<file path="config.mk">
export PLATFORM = sky130hd
export DESIGN_NAME = nta_activation
export DESIGN_NICKNAME = d
export VERILOG_FILES = /design/src/rtl/nta_pkg.sv /design/src/rtl/nta_activation.sv
export VERILOG_INCLUDE_DIRS = /design/src /design/src/rtl
export SDC_FILE = /design/constraint.sdc
export NUM_CORES = 1
export LEC_CHECK = 0
export BUFFER_PORTS_ARGS = -buffer_cell sky130_fd_sc_hd__buf_4
export CAP_MARGIN = 20
export CORE_ASPECT_RATIO = 0.9
export CORE_MARGIN = 4
export CORE_UTILIZATION = 40
export CTS_BUF_LIST = sky130_fd_sc_hd__clkbuf_4 sky130_fd_sc_hd__clkbuf_8 sky130_fd_sc_hd__clkbuf_16
export DETAILED_ROUTE_END_ITERATION = 8
export GPL_TIMING_DRIVEN = 1
export SLEW_MARGIN = 25
export SYNTH_ARGS = -nofsm -noshare
export SYNTH_HDL_FRONTEND = slang
export SYNTH_SLANG_ARGS = --single-unit
</file>
<file path="constraint.sdc">
create_clock -name core_clk -period 6.7 [get_ports core_clk]
set_clock_uncertainty 0.1 [all_clocks]
set_input_delay 1.34 -clock core_clk [delete_from_list [all_inputs] [get_ports core_clk]]
set_output_delay 1.34 -clock core_clk [all_outputs]
set_load 0.005 [all_outputs]
</file>
<file path="src/rtl/nta_params.svh">
// Constants of the contactless activation block: command codes, answer
// bytes, field positions and timing counts.
// Assumes a 50 MHz core clock.
`ifndef NTA_PARAMS_SVH
`define NTA_PARAMS_SVH

`define NTA_CMD_ALL      8'h52
`define NTA_CMD_SENS     8'h26
`define NTA_CMD_SLP      8'h50
`define NTA_SLP_ARG      8'h00
`define NTA_SEL_CL1      8'h93
`define NTA_SEL_CL2      8'h95
`define NTA_NVB_SDD      8'h20
`define NTA_NVB_SEL      8'h70
`define NTA_CASCADE_TAG  8'h88
`define NTA_ATQA0        8'h42
`define NTA_ATQA1        8'h00
`define NTA_SAK_CL1      8'h04
`define NTA_SAK_CL2      8'h20
`define NTA_CMD_RATS     8'hE0
`define NTA_ATS_TL       8'h05
`define NTA_ATS_T0_HI    4'h7
`define NTA_FSCI         4'h5
`define NTA_ATS_TA       8'h80
`define NTA_FWI          4'h6
`define NTA_SFGI         4'h0
`define NTA_ATS_TC       8'h02
`define NTA_PPSS_HI      4'hD
`define NTA_PPS0         8'h11
`define NTA_DES          8'hC2
`define NTA_DES_CID      8'hCA
`define NTA_DID_MAX      4'hE
`define NTA_MAX_CMD      7'd64
`define NTA_LEN_SAT      7'd65
`define NTA_BUF_BYTES    7'd7
`define NTA_RATE_106     2'b00
`define NTA_CLK_NS       20
`define NTA_FWT_NS       19200000
`define NTA_FWT_CYC      (`NTA_FWT_NS / `NTA_CLK_NS)

`endif

</file>
<file path="src/rtl/nta_pkg.sv">
// Types of the contactless activation block.
// Constants live in nta_params.svh.
package nta_pkg;

    typedef enum logic [2:0] {
        NTA_IDLE   = 3'h0,
        NTA_READY1 = 3'h1,
        NTA_READY2 = 3'h3,
        NTA_ACTIVE = 3'h2,
        NTA_PROT   = 3'h6,
        NTA_HALT   = 3'h4
    } nta_state_t;

    typedef struct packed {
        logic       valid;
        logic [7:0] data;
        logic       eof;
        logic       short_f;
        logic       crc_ok;
    } nta_rx_t;

    typedef struct packed {
        logic       valid;
        logic [7:0] data;
        logic       last;
        logic       crc;
    } nta_tx_t;

    typedef struct packed {
        nta_state_t      state;
        logic [6:0]      len;
        logic [6:0][7:0] rbuf;
        logic [4:0][7:0] resp;
        logic [2:0]      tx_cnt;
        logic [2:0]      tx_len;
        nta_tx_t         tx;
        logic [19:0]     fwt_cnt;
        logic [3:0]      did;
        logic [8:0]      fsd;
        logic            pps_ok;
        logic            rate_pend;
        logic [1:0]      new_asc;
        logic [1:0]      new_desc;
        logic [1:0]      rate_asc;
        logic [1:0]      rate_desc;
        logic            session;
        logic [2:0]      fld_sync;
        logic            fld;
    } nta_regs_t;

endpackage : nta_pkg

</file>
<file path="src/rtl/nta_activation.sv">
// Tag-side activation logic: request, anticollision, RATS/ATS, PPS and
// the deselect that ends a session.
// Assumes a byte framer on core_clk that checks and appends CRC_A.
//
// Functional notes
// - Recognise ALL 52h, SENS 26h short frames, SLP 50h, codes 93h/95h.
// - Answer SENS in IDLE, or ALL in IDLE or HALT, with ATQA bytes 42h 00h.
// - Hold a 7-byte identifier; answer SDD with the requested level's part.
// - Each SDD answer is four level bytes plus their XOR check byte.
// - Level 1 sends 88h and bytes 1-3; level 2 sends bytes 4-7.
// - Matching level-1 SEL gets SAK 04h with CRC.
// - Matching level-2 SEL gets SAK 20h with CRC.
// - FSDI 0-8 decode to 16..256 bytes; 9-E reserved; F means 256.
// - After a nonzero DID is assigned, ignore commands with another DID.
// - ATS is 05h 75h 80h 60h plus option byte, then CRC.
// - ATS advertises receive frame code 5, meaning 64 bytes.
// - Commands above 64 bytes are discarded without any reply.
// - FWI 6 gives 19.2 ms frame waiting time bounding the answer.
// - ATS option byte says dynamic ID is supported.
// - PPS is optional; only 106 kbit/s in both directions.
// - Rate code 00 is 106 kbit/s; reply to PPS only if both apply.
// - Send PPS reply at old rate, then switch to negotiated rates.
// - Session closes on deselect block or loss of the RF field.
`timescale 1ns/10ps
`include "nta_params.svh"

module nta_activation
    import nta_pkg::*;
#(
    parameter logic [6:0][7:0] NFCID1  = 56'h06_05_04_03_02_01_00,
    parameter int              FWT_CYC = `NTA_FWT_CYC
) (
    input  wire logic       core_clk,     // 50 MHz core clock
    input  wire logic       rst_b,        // Asynchronous reset, active low
    input  wire logic       ce,           // Clock enable, freezes all state
    input  wire logic       field_det,    // RF field present, asynchronous
    input  wire nta_rx_t    rx,           // Received bytes and frame end
    input  wire logic       tx_ready,     // Framer takes the current byte
    output nta_tx_t         tx,           // Answer bytes to the framer
    output nta_state_t      tag_state,    // Activation state
    output logic            session_open, // Applicative session open
    output logic [3:0]      did_out,      // Assigned dynamic ID
    output logic [8:0]      fsd_out,      // Reader frame size in bytes
    output logic [1:0]      rate_asc,     // Reader-to-tag rate code
    output logic [1:0]      rate_desc     // Tag-to-reader rate code
);

    // =====================================================================
    // Helper functions
    // =====================================================================
    function automatic logic [7:0] bcc4(input logic [3:0][7:0] b);
        bcc4 = b[0] ^ b[1] ^ b[2] ^ b[3];
    endfunction : bcc4

    function automatic logic [8:0] fsd_of(input logic [3:0] fsdi);
        unique case (fsdi)
            4'h0:    fsd_of = 9'h010;
            4'h1:    fsd_of = 9'h018;
            4'h2:    fsd_of = 9'h020;
            4'h3:    fsd_of = 9'h028;
            4'h4:    fsd_of = 9'h030;
            4'h5:    fsd_of = 9'h040;
            4'h6:    fsd_of = 9'h060;
            4'h7:    fsd_of = 9'h080;
            default: fsd_of = 9'h100;
        endcase
    endfunction : fsd_of

    function automatic logic rate_ok(input logic [1:0] code);
        rate_ok = (code == `NTA_RATE_106);
    endfunction : rate_ok

    // =====================================================================
    // Frame decode
    // =====================================================================
    nta_regs_t       s;
    nta_regs_t       next_s;
    logic [3:0][7:0] lvl;
    logic [7:0]      b0, b1, b2;
    logic            no_crc, d_acc, d_code, d_all, d_sens, d_sdd;
    logic            d_sel, d_slp, d_rats, d_pps, d_des, d_iblk;
    logic            d_didok, tx_done;

    assign b0 = s.rbuf[0];
    assign b1 = s.rbuf[1];
    assign b2 = s.rbuf[2];
    assign lvl = (s.state == NTA_READY1) ?
        {NFCID1[2], NFCID1[1], NFCID1[0], `NTA_CASCADE_TAG} :
        {NFCID1[6], NFCID1[5], NFCID1[4], NFCID1[3]};
    assign no_crc = rx.short_f || (s.len == 7'd2 && b1 == `NTA_NVB_SDD);
    assign d_acc = ce && rx.eof && !s.tx.valid && s.fld
                   && s.len != 7'd0 && s.len <= `NTA_MAX_CMD
                   && (no_crc || rx.crc_ok);
    assign d_all = d_acc && rx.short_f && s.len == 7'd1
                   && {1'b0, b0[6:0]} == `NTA_CMD_ALL;
    assign d_sens = d_acc && rx.short_f && s.len == 7'd1
                    && {1'b0, b0[6:0]} == `NTA_CMD_SENS;
    assign d_code = (s.state == NTA_READY1 && b0 == `NTA_SEL_CL1)
                    || (s.state == NTA_READY2 && b0 == `NTA_SEL_CL2);
    assign d_sdd = d_acc && d_code && s.len == 7'd2
                   && b1 == `NTA_NVB_SDD;
    assign d_sel = d_acc && d_code && s.len == 7'd7
                   && b1 == `NTA_NVB_SEL && s.rbuf[5:2] == lvl
                   && s.rbuf[6] == bcc4(lvl);
    assign d_slp = d_acc && !rx.short_f && s.len == 7'd2
                   && b0 == `NTA_CMD_SLP && b1 == `NTA_SLP_ARG;
    assign d_rats = d_acc && s.state == NTA_ACTIVE && s.len == 7'd2
                    && b0 == `NTA_CMD_RATS
                    && b1[3:0] <= `NTA_DID_MAX;
    assign d_didok = !b0[3] || b1[3:0] == s.did;
    assign d_pps = d_acc && s.state == NTA_PROT && s.pps_ok
                   && s.len == 7'd3 && b0[7:4] == `NTA_PPSS_HI
                   && b0[3:0] == s.did && b1 == `NTA_PPS0
                   && b2[7:4] == 4'h0
                   && rate_ok(b2[3:2]) && rate_ok(b2[1:0]);
    assign d_des = d_acc && s.state == NTA_PROT
                   && ((b0 == `NTA_DES && s.len == 7'd1)
                       || (b0 == `NTA_DES_CID && s.len == 7'd2
                           && d_didok));
    assign d_iblk = d_acc && s.state == NTA_PROT && b0[7:6] == 2'b00
                    && d_didok;
    assign tx_done = s.tx.valid && s.tx.last && tx_ready;

    // =====================================================================
    // Next state
    // =====================================================================
    always_comb begin
        logic [4:0][7:0] r;
        logic [2:0]      rl;
        logic            go;
        logic            crc;
        r   = '0;
        rl  = 3'd0;
        go  = 1'b0;
        crc = 1'b0;
        next_s = s;
        next_s.fld_sync = {s.fld_sync[1:0], field_det};
        if (s.fld_sync[2] == s.fld_sync[1]) begin
            next_s.fld = s.fld_sync[2];
        end

        // Answer bytes leave one at a time while the framer is ready.
        if (s.tx.valid) begin
            if (tx_ready) begin
                next_s.fwt_cnt = 20'd0;
                if (s.tx.last) begin
                    next_s.tx.valid = 1'b0;
                    if (s.rate_pend) begin
                        next_s.rate_pend = 1'b0;
                        next_s.rate_asc  = s.new_asc;
                        next_s.rate_desc = s.new_desc;
                    end
                end else begin
                    next_s.tx_cnt  = s.tx_cnt + 3'd1;
                    next_s.tx.data = s.resp[s.tx_cnt + 3'd1];
                    next_s.tx.last = (s.tx_cnt + 3'd1 == s.tx_len);
                end
            end else if (s.tx_cnt == 3'd0) begin
                // An answer not started within the waiting time is dropped.
                if (s.fwt_cnt == 20'(FWT_CYC - 1)) begin
                    next_s.tx.valid = 1'b0;
                    next_s.rate_pend = 1'b0;
                    next_s.fwt_cnt = 20'd0;
                end else begin
                    next_s.fwt_cnt = s.fwt_cnt + 20'd1;
                end
            end
        end else if (rx.valid) begin
            if (s.len < `NTA_BUF_BYTES) begin
                next_s.rbuf[s.len[2:0]] = rx.data;
            end
            if (s.len != `NTA_LEN_SAT) begin
                next_s.len = s.len + 7'd1;
            end
        end

        if (rx.eof && !s.tx.valid) begin
            next_s.len = 7'd0;
        end

        if (d_acc) begin
            unique case (s.state)
                NTA_IDLE, NTA_HALT: begin
                    if (d_all || (d_sens && s.state == NTA_IDLE)) begin
                        r[0] = `NTA_ATQA0;
                        r[1] = `NTA_ATQA1;
                        rl = 3'd1;
                        go = 1'b1;
                        next_s.state = NTA_READY1;
                    end
                end
                NTA_READY1, NTA_READY2: begin
                    if (d_sdd) begin
                        r[3:0] = lvl;
                        r[4] = bcc4(lvl);
                        rl = 3'd4;
                        go = 1'b1;
                    end else if (d_sel) begin
                        r[0] = (s.state == NTA_READY1) ?
                               `NTA_SAK_CL1 : `NTA_SAK_CL2;
                        crc = 1'b1;
                        go = 1'b1;
                        next_s.state = (s.state == NTA_READY1) ?
                                       NTA_READY2 : NTA_ACTIVE;
                    end else begin
                        next_s.state = NTA_IDLE;
                    end
                end
                NTA_ACTIVE: begin
                    if (d_slp) begin
                        next_s.state = NTA_HALT;
                    end else if (d_rats) begin
                        r[0] = `NTA_ATS_TL;
                        r[1] = {`NTA_ATS_T0_HI, `NTA_FSCI};
                        r[2] = `NTA_ATS_TA;
                        r[3] = {`NTA_FWI, `NTA_SFGI};
                        r[4] = `NTA_ATS_TC;
                        rl = 3'd4;
                        crc = 1'b1;
                        go = 1'b1;
                        next_s.did = b1[3:0];
                        next_s.fsd = fsd_of(b1[7:4]);
                        next_s.pps_ok = 1'b1;
                        next_s.state = NTA_PROT;
                    end else begin
                        next_s.state = NTA_IDLE;
                    end
                end
                NTA_PROT: begin
                    if (d_pps) begin
                        r[0] = b0;
                        crc = 1'b1;
                        go = 1'b1;
                        next_s.pps_ok = 1'b0;
                        next_s.rate_pend = 1'b1;
                        next_s.new_desc = b2[3:2];
                        next_s.new_asc = b2[1:0];
                    end else if (d_des) begin
                        r[0] = b0;
                        r[1] = b1;
                        rl = (s.len == 7'd2) ? 3'd1 : 3'd0;
                        crc = 1'b1;
                        go = 1'b1;
                        next_s.session = 1'b0;
                        next_s.state = NTA_HALT;
                    end else if (d_iblk) begin
                        next_s.session = 1'b1;
                        next_s.pps_ok = 1'b0;
                    end
                end
                default: next_s.state = NTA_IDLE;
            endcase
        end

        if (go) begin
            next_s.resp     = r;
            next_s.tx_len   = rl;
            next_s.tx_cnt   = 3'd0;
            next_s.fwt_cnt  = 20'd0;
            next_s.tx.valid = 1'b1;
            next_s.tx.data  = r[0];
            next_s.tx.last  = (rl == 3'd0);
            next_s.tx.crc   = crc;
        end

        // Losing the field drops state, session, DID, PPS and rates back to power-up values; fsd keeps its value.
        if (!s.fld) begin
            next_s.state     = NTA_IDLE;
            next_s.session   = 1'b0;
            next_s.tx.valid  = 1'b0;
            next_s.len       = 7'd0;
            next_s.did       = 4'h0;
            next_s.pps_ok    = 1'b0;
            next_s.rate_pend = 1'b0;
            next_s.rate_asc  = `NTA_RATE_106;
            next_s.rate_desc = `NTA_RATE_106;
        end
    end

    // =====================================================================
    // State register
    // =====================================================================
    always_ff @(posedge core_clk or negedge rst_b) begin
        if (!rst_b) begin
            s <= '0;
        end else if (ce) begin
            s <= next_s;
        end
    end

    assign tx           = s.tx;
    assign tag_state    = s.state;
    assign session_open = s.session;
    assign did_out      = s.did;
    assign fsd_out      = s.fsd;
    assign rate_asc     = s.rate_asc;
    assign rate_desc    = s.rate_desc;
endmodule : nta_activation

</file>
==> results.md <==
* Power Density at 259 nW/um^2
* Compound-Gate Fraction of Synth Area at between 10% and 20%
* Post-layout worst setup margin at 2.86 ns
* Crit path DAT at between 4 and 5 ns
* Max-slew headroom at between 40% and 50%
* Hold buffer count at CTS at 0
* Adder-Cell Fraction of Synth Area at under 10%
* CTS Root Cell: clkbuf_16
* First-pass DRT Iterations at 5
* Reg-to-reg endpoint: s[30]$_DFFE_PN0P_
* Yosys top cell area share at 46.0%
* Share of flip-flops with an asynchronous set or reset at 100%
* Final Hold Vio Count at 0
* Routability cong. at 0.923
* Synthesized area at 8060 um^2
* Post-CTS Repair Setup Buffers at 0
* Layout net count at 811
* Post-DRT Antenna Nets at 0
* Status: finished clean
* Seq pwr share at ~46%
* Worst Path Required at ~7 ns
* Max-cap violations at 0
* Setup_tns at 0 ns
* Multiplexer share of the synthesized area at 10.8%
* Synth cell count leaders: 148 x dfrtp_1, 68 x nand2_1, 64 x mux2_2
* FP Rows at 48
* Sw Ratio at 29.4%
* Max Clock Freq at around 260 MHz
* #FFs+latches synth at 148
* RSZ-0062 raised after global routing: no
* Fill count at 1796
* CTS buffer count at 17
* Hold Path Origin: s[70]$_DFFE_PN0P_
* Minimum clock period at roughly 3.8 ns
* CP Max Fanout at 22
* Largest area contributor in the netlist: dfrtp_1
* Gr ovfl total at 0
* Global-route wire length before repair at around 35000 um
* Post-synthesis simple-gate area fraction at approximately 21%
* Static Leak at 0.00413 uW
* Reg-to-reg critical path startpoint: s[161]$_DFFE_PN0P_
* Peak supply drop at 0.000140 V
* Synth warnings at 0
* Synth Area in XOR/XNOR at 1.30%
* Share of layout cells above drive strength 1 at 20.2%
* Final HPWL DP at 15600 um
* Core footprint at 19500 um^2
* Synth cell types at 78
* Die Area at 22500 um^2
* Final Setup Violations at 0
* Synthesized instance count at 777
* Initial antenna violation count at 0
* Worst slew pin tran at 0.896 ns
* Crit path capture type: flip-flop
* Clk pwr share at 41.2%
* DR vias at roughly 6200
* Combinational Power Share at 12.6%
* CP Launch Type: primary input
* Largest family of logic cells by synthesized area: simple AND/OR/NAND/NOR gates
* Dominant synthesized flop cell: dfrtp_1
* Gr usage total at 20.0%
* Crit path kind: in -> reg
* Int Pwr at 1650 uW
* Total area of sequential cells at 3700 um^2
* Mean Syn Cell Area at a little over 10 um^2
* Initial Util at between 40% and 50%
* Worst Hold End: s[70]$_DFFE_PN0P_
* EDFF count, synth at 0
* Port-buffer cells at 45
* Die Height at 143 um
* Pin count of the biggest net entering global routing at 79
* Placed Cells incl. Taps at 1014
* R2R depth at 9
* Layout Cells excl Fill at 1046
* Post-place setup slack at 2.42 ns
* Worst skew pair latency at roughly 0.43 ns
* Most common cell in the netlist: dfrtp_1
* Hold WC Path Type: reg -> reg
* CTS Buffer Depth at 2
* Post-CTS resize count at 0
* Seq/Total Area, Yosys at 46.0%
* H-tree depth at 4
* Die Width at 158 um
* Routed len/inst at 20.7 um
* CTS tree: built
* Detailed-route vias per instance at 5.97
* Vias in the first global route at 6221
* Ports at 49
* Net Switching at 684 uW
* Max-slew violation count at 0
* Number of DRC markers in iteration 0 at 541
* Multi-input gate area at 3930 um^2
* WHS Path Cells at 2
* Clock sinks at 148
* P&R area growth vs syn at 11.6%
* Clock-pin slew on the worst setup and hold paths at 0.06 ns
* Antenna Cells at 0
* Flop-to-flop setup slack at 3.18 ns
* Routed wire length at between 20000 and 25000 um
* Fin crit share at a little under three fifths
* DRC at 0
* Area contributors post-synth: dfrtp_1 46%, mux2_2 8.9%, nand2_1 3.2%
## layout by cell type (no fill, tap or decap), types with 21 or more instances in the layout
cell / count
nand4_1: 22
buf_4: 45
nor2_1: 27
mux2_2: 64
nor2b_1: 21
nor3_1: 24
a21oi_1: 22
inv_1: 22
o21ai_0: 26
nand2_1: 68
nand3_1: 23
dfrtp_1: 148
## logic make-up after synthesis
family | count (synthesis)
AOI/OAI and AO/OA | 150
xor gates and xnor gates | 12
adders and majority gates | 11
buffers and inverters | 85
DFF | 148
muxes | 79
other | 1
and+or+nand+nor | 291
## worst max-delay path: stages
cell      delay, ns
buf_4          0.26
and4b_1        0.25
or4b_1         0.56
a211oi_1       0.44
a31oi_1        0.18
a21boi_1       0.21
a31oi_4        0.42
mux2_2         0.38
## through the flow
step | instance area, um^2 | hold slack (ns) | power [uW] | util [%]
6_report | 8990 | 0.371 | 2330 | 46.2
5_1_grt | 8990 | 0.411 | 2440 | 46.2
4_1_cts | 8970 | 0.373 | 2350 | 46.1
3_5_place_dp | 8370 | 0.360 | 1380 | 43.0
3_3_place_gp | 8370 | 0.354 | 1370 | 43.0
2_1_floorplan | 8060 | 0.338 | 1240 | -
## layer usage
metal | GRT usage, % | up-vias | wire, um
li1 | - | 2884 | -
met1 | 29.2 | 3153 | 10200
met2 | 30.4 | 188 | 10000
met3 | 4.36 | 20 | 1220
met4 | 5.34 | 0 | 267
met5 | 0 | - | 0
## layout make-up
type	count	share of cell area [%]
clock buffers	19	5.04
clock inverters	13	1.63
inverters	23	0.960
multi-input cells	546	43.7
flip-flops and latches	148	41.2
well taps	250	3.48
repair buffers	47	4.01
## power groups by stage
| stage | Clock (uW) | Combinational, uW | Sequential [uW] |
|---|---|---|---|
| after global routing | 1030 | 327 | 1090 |
| after CTS | 985 | 293 | 1070 |
| after global placement | 0 | 284 | 1090 |
| final | 960 | 293 | 1080 |
| after detailed placement | 0 | 290 | 1090 |
| after floorplan | 0 | 251 | 993 |
## how the worst max path moves through the flow
stage | from | end | slack [ns] | cells after the start
global route | ce | tx[4]$_DFFE_PN0P_ | 2.66 | 8
finish | ce | tx[4]$_DFFE_PN0P_ | 2.86 | 8
global placement | ce | tag_state[1]$_DFFE_PN0P_ | 2.53 | 8
CTS | ce | tx[4]$_DFFE_PN0P_ | 2.87 | 8
detailed placement | ce | tx[5]$_DFFE_PN0P_ | 2.42 | 8
floorplan | ce | tx[4]$_DFFE_PN0P_ | 3.06 | 8
Power figures use the tool's default switching activity.
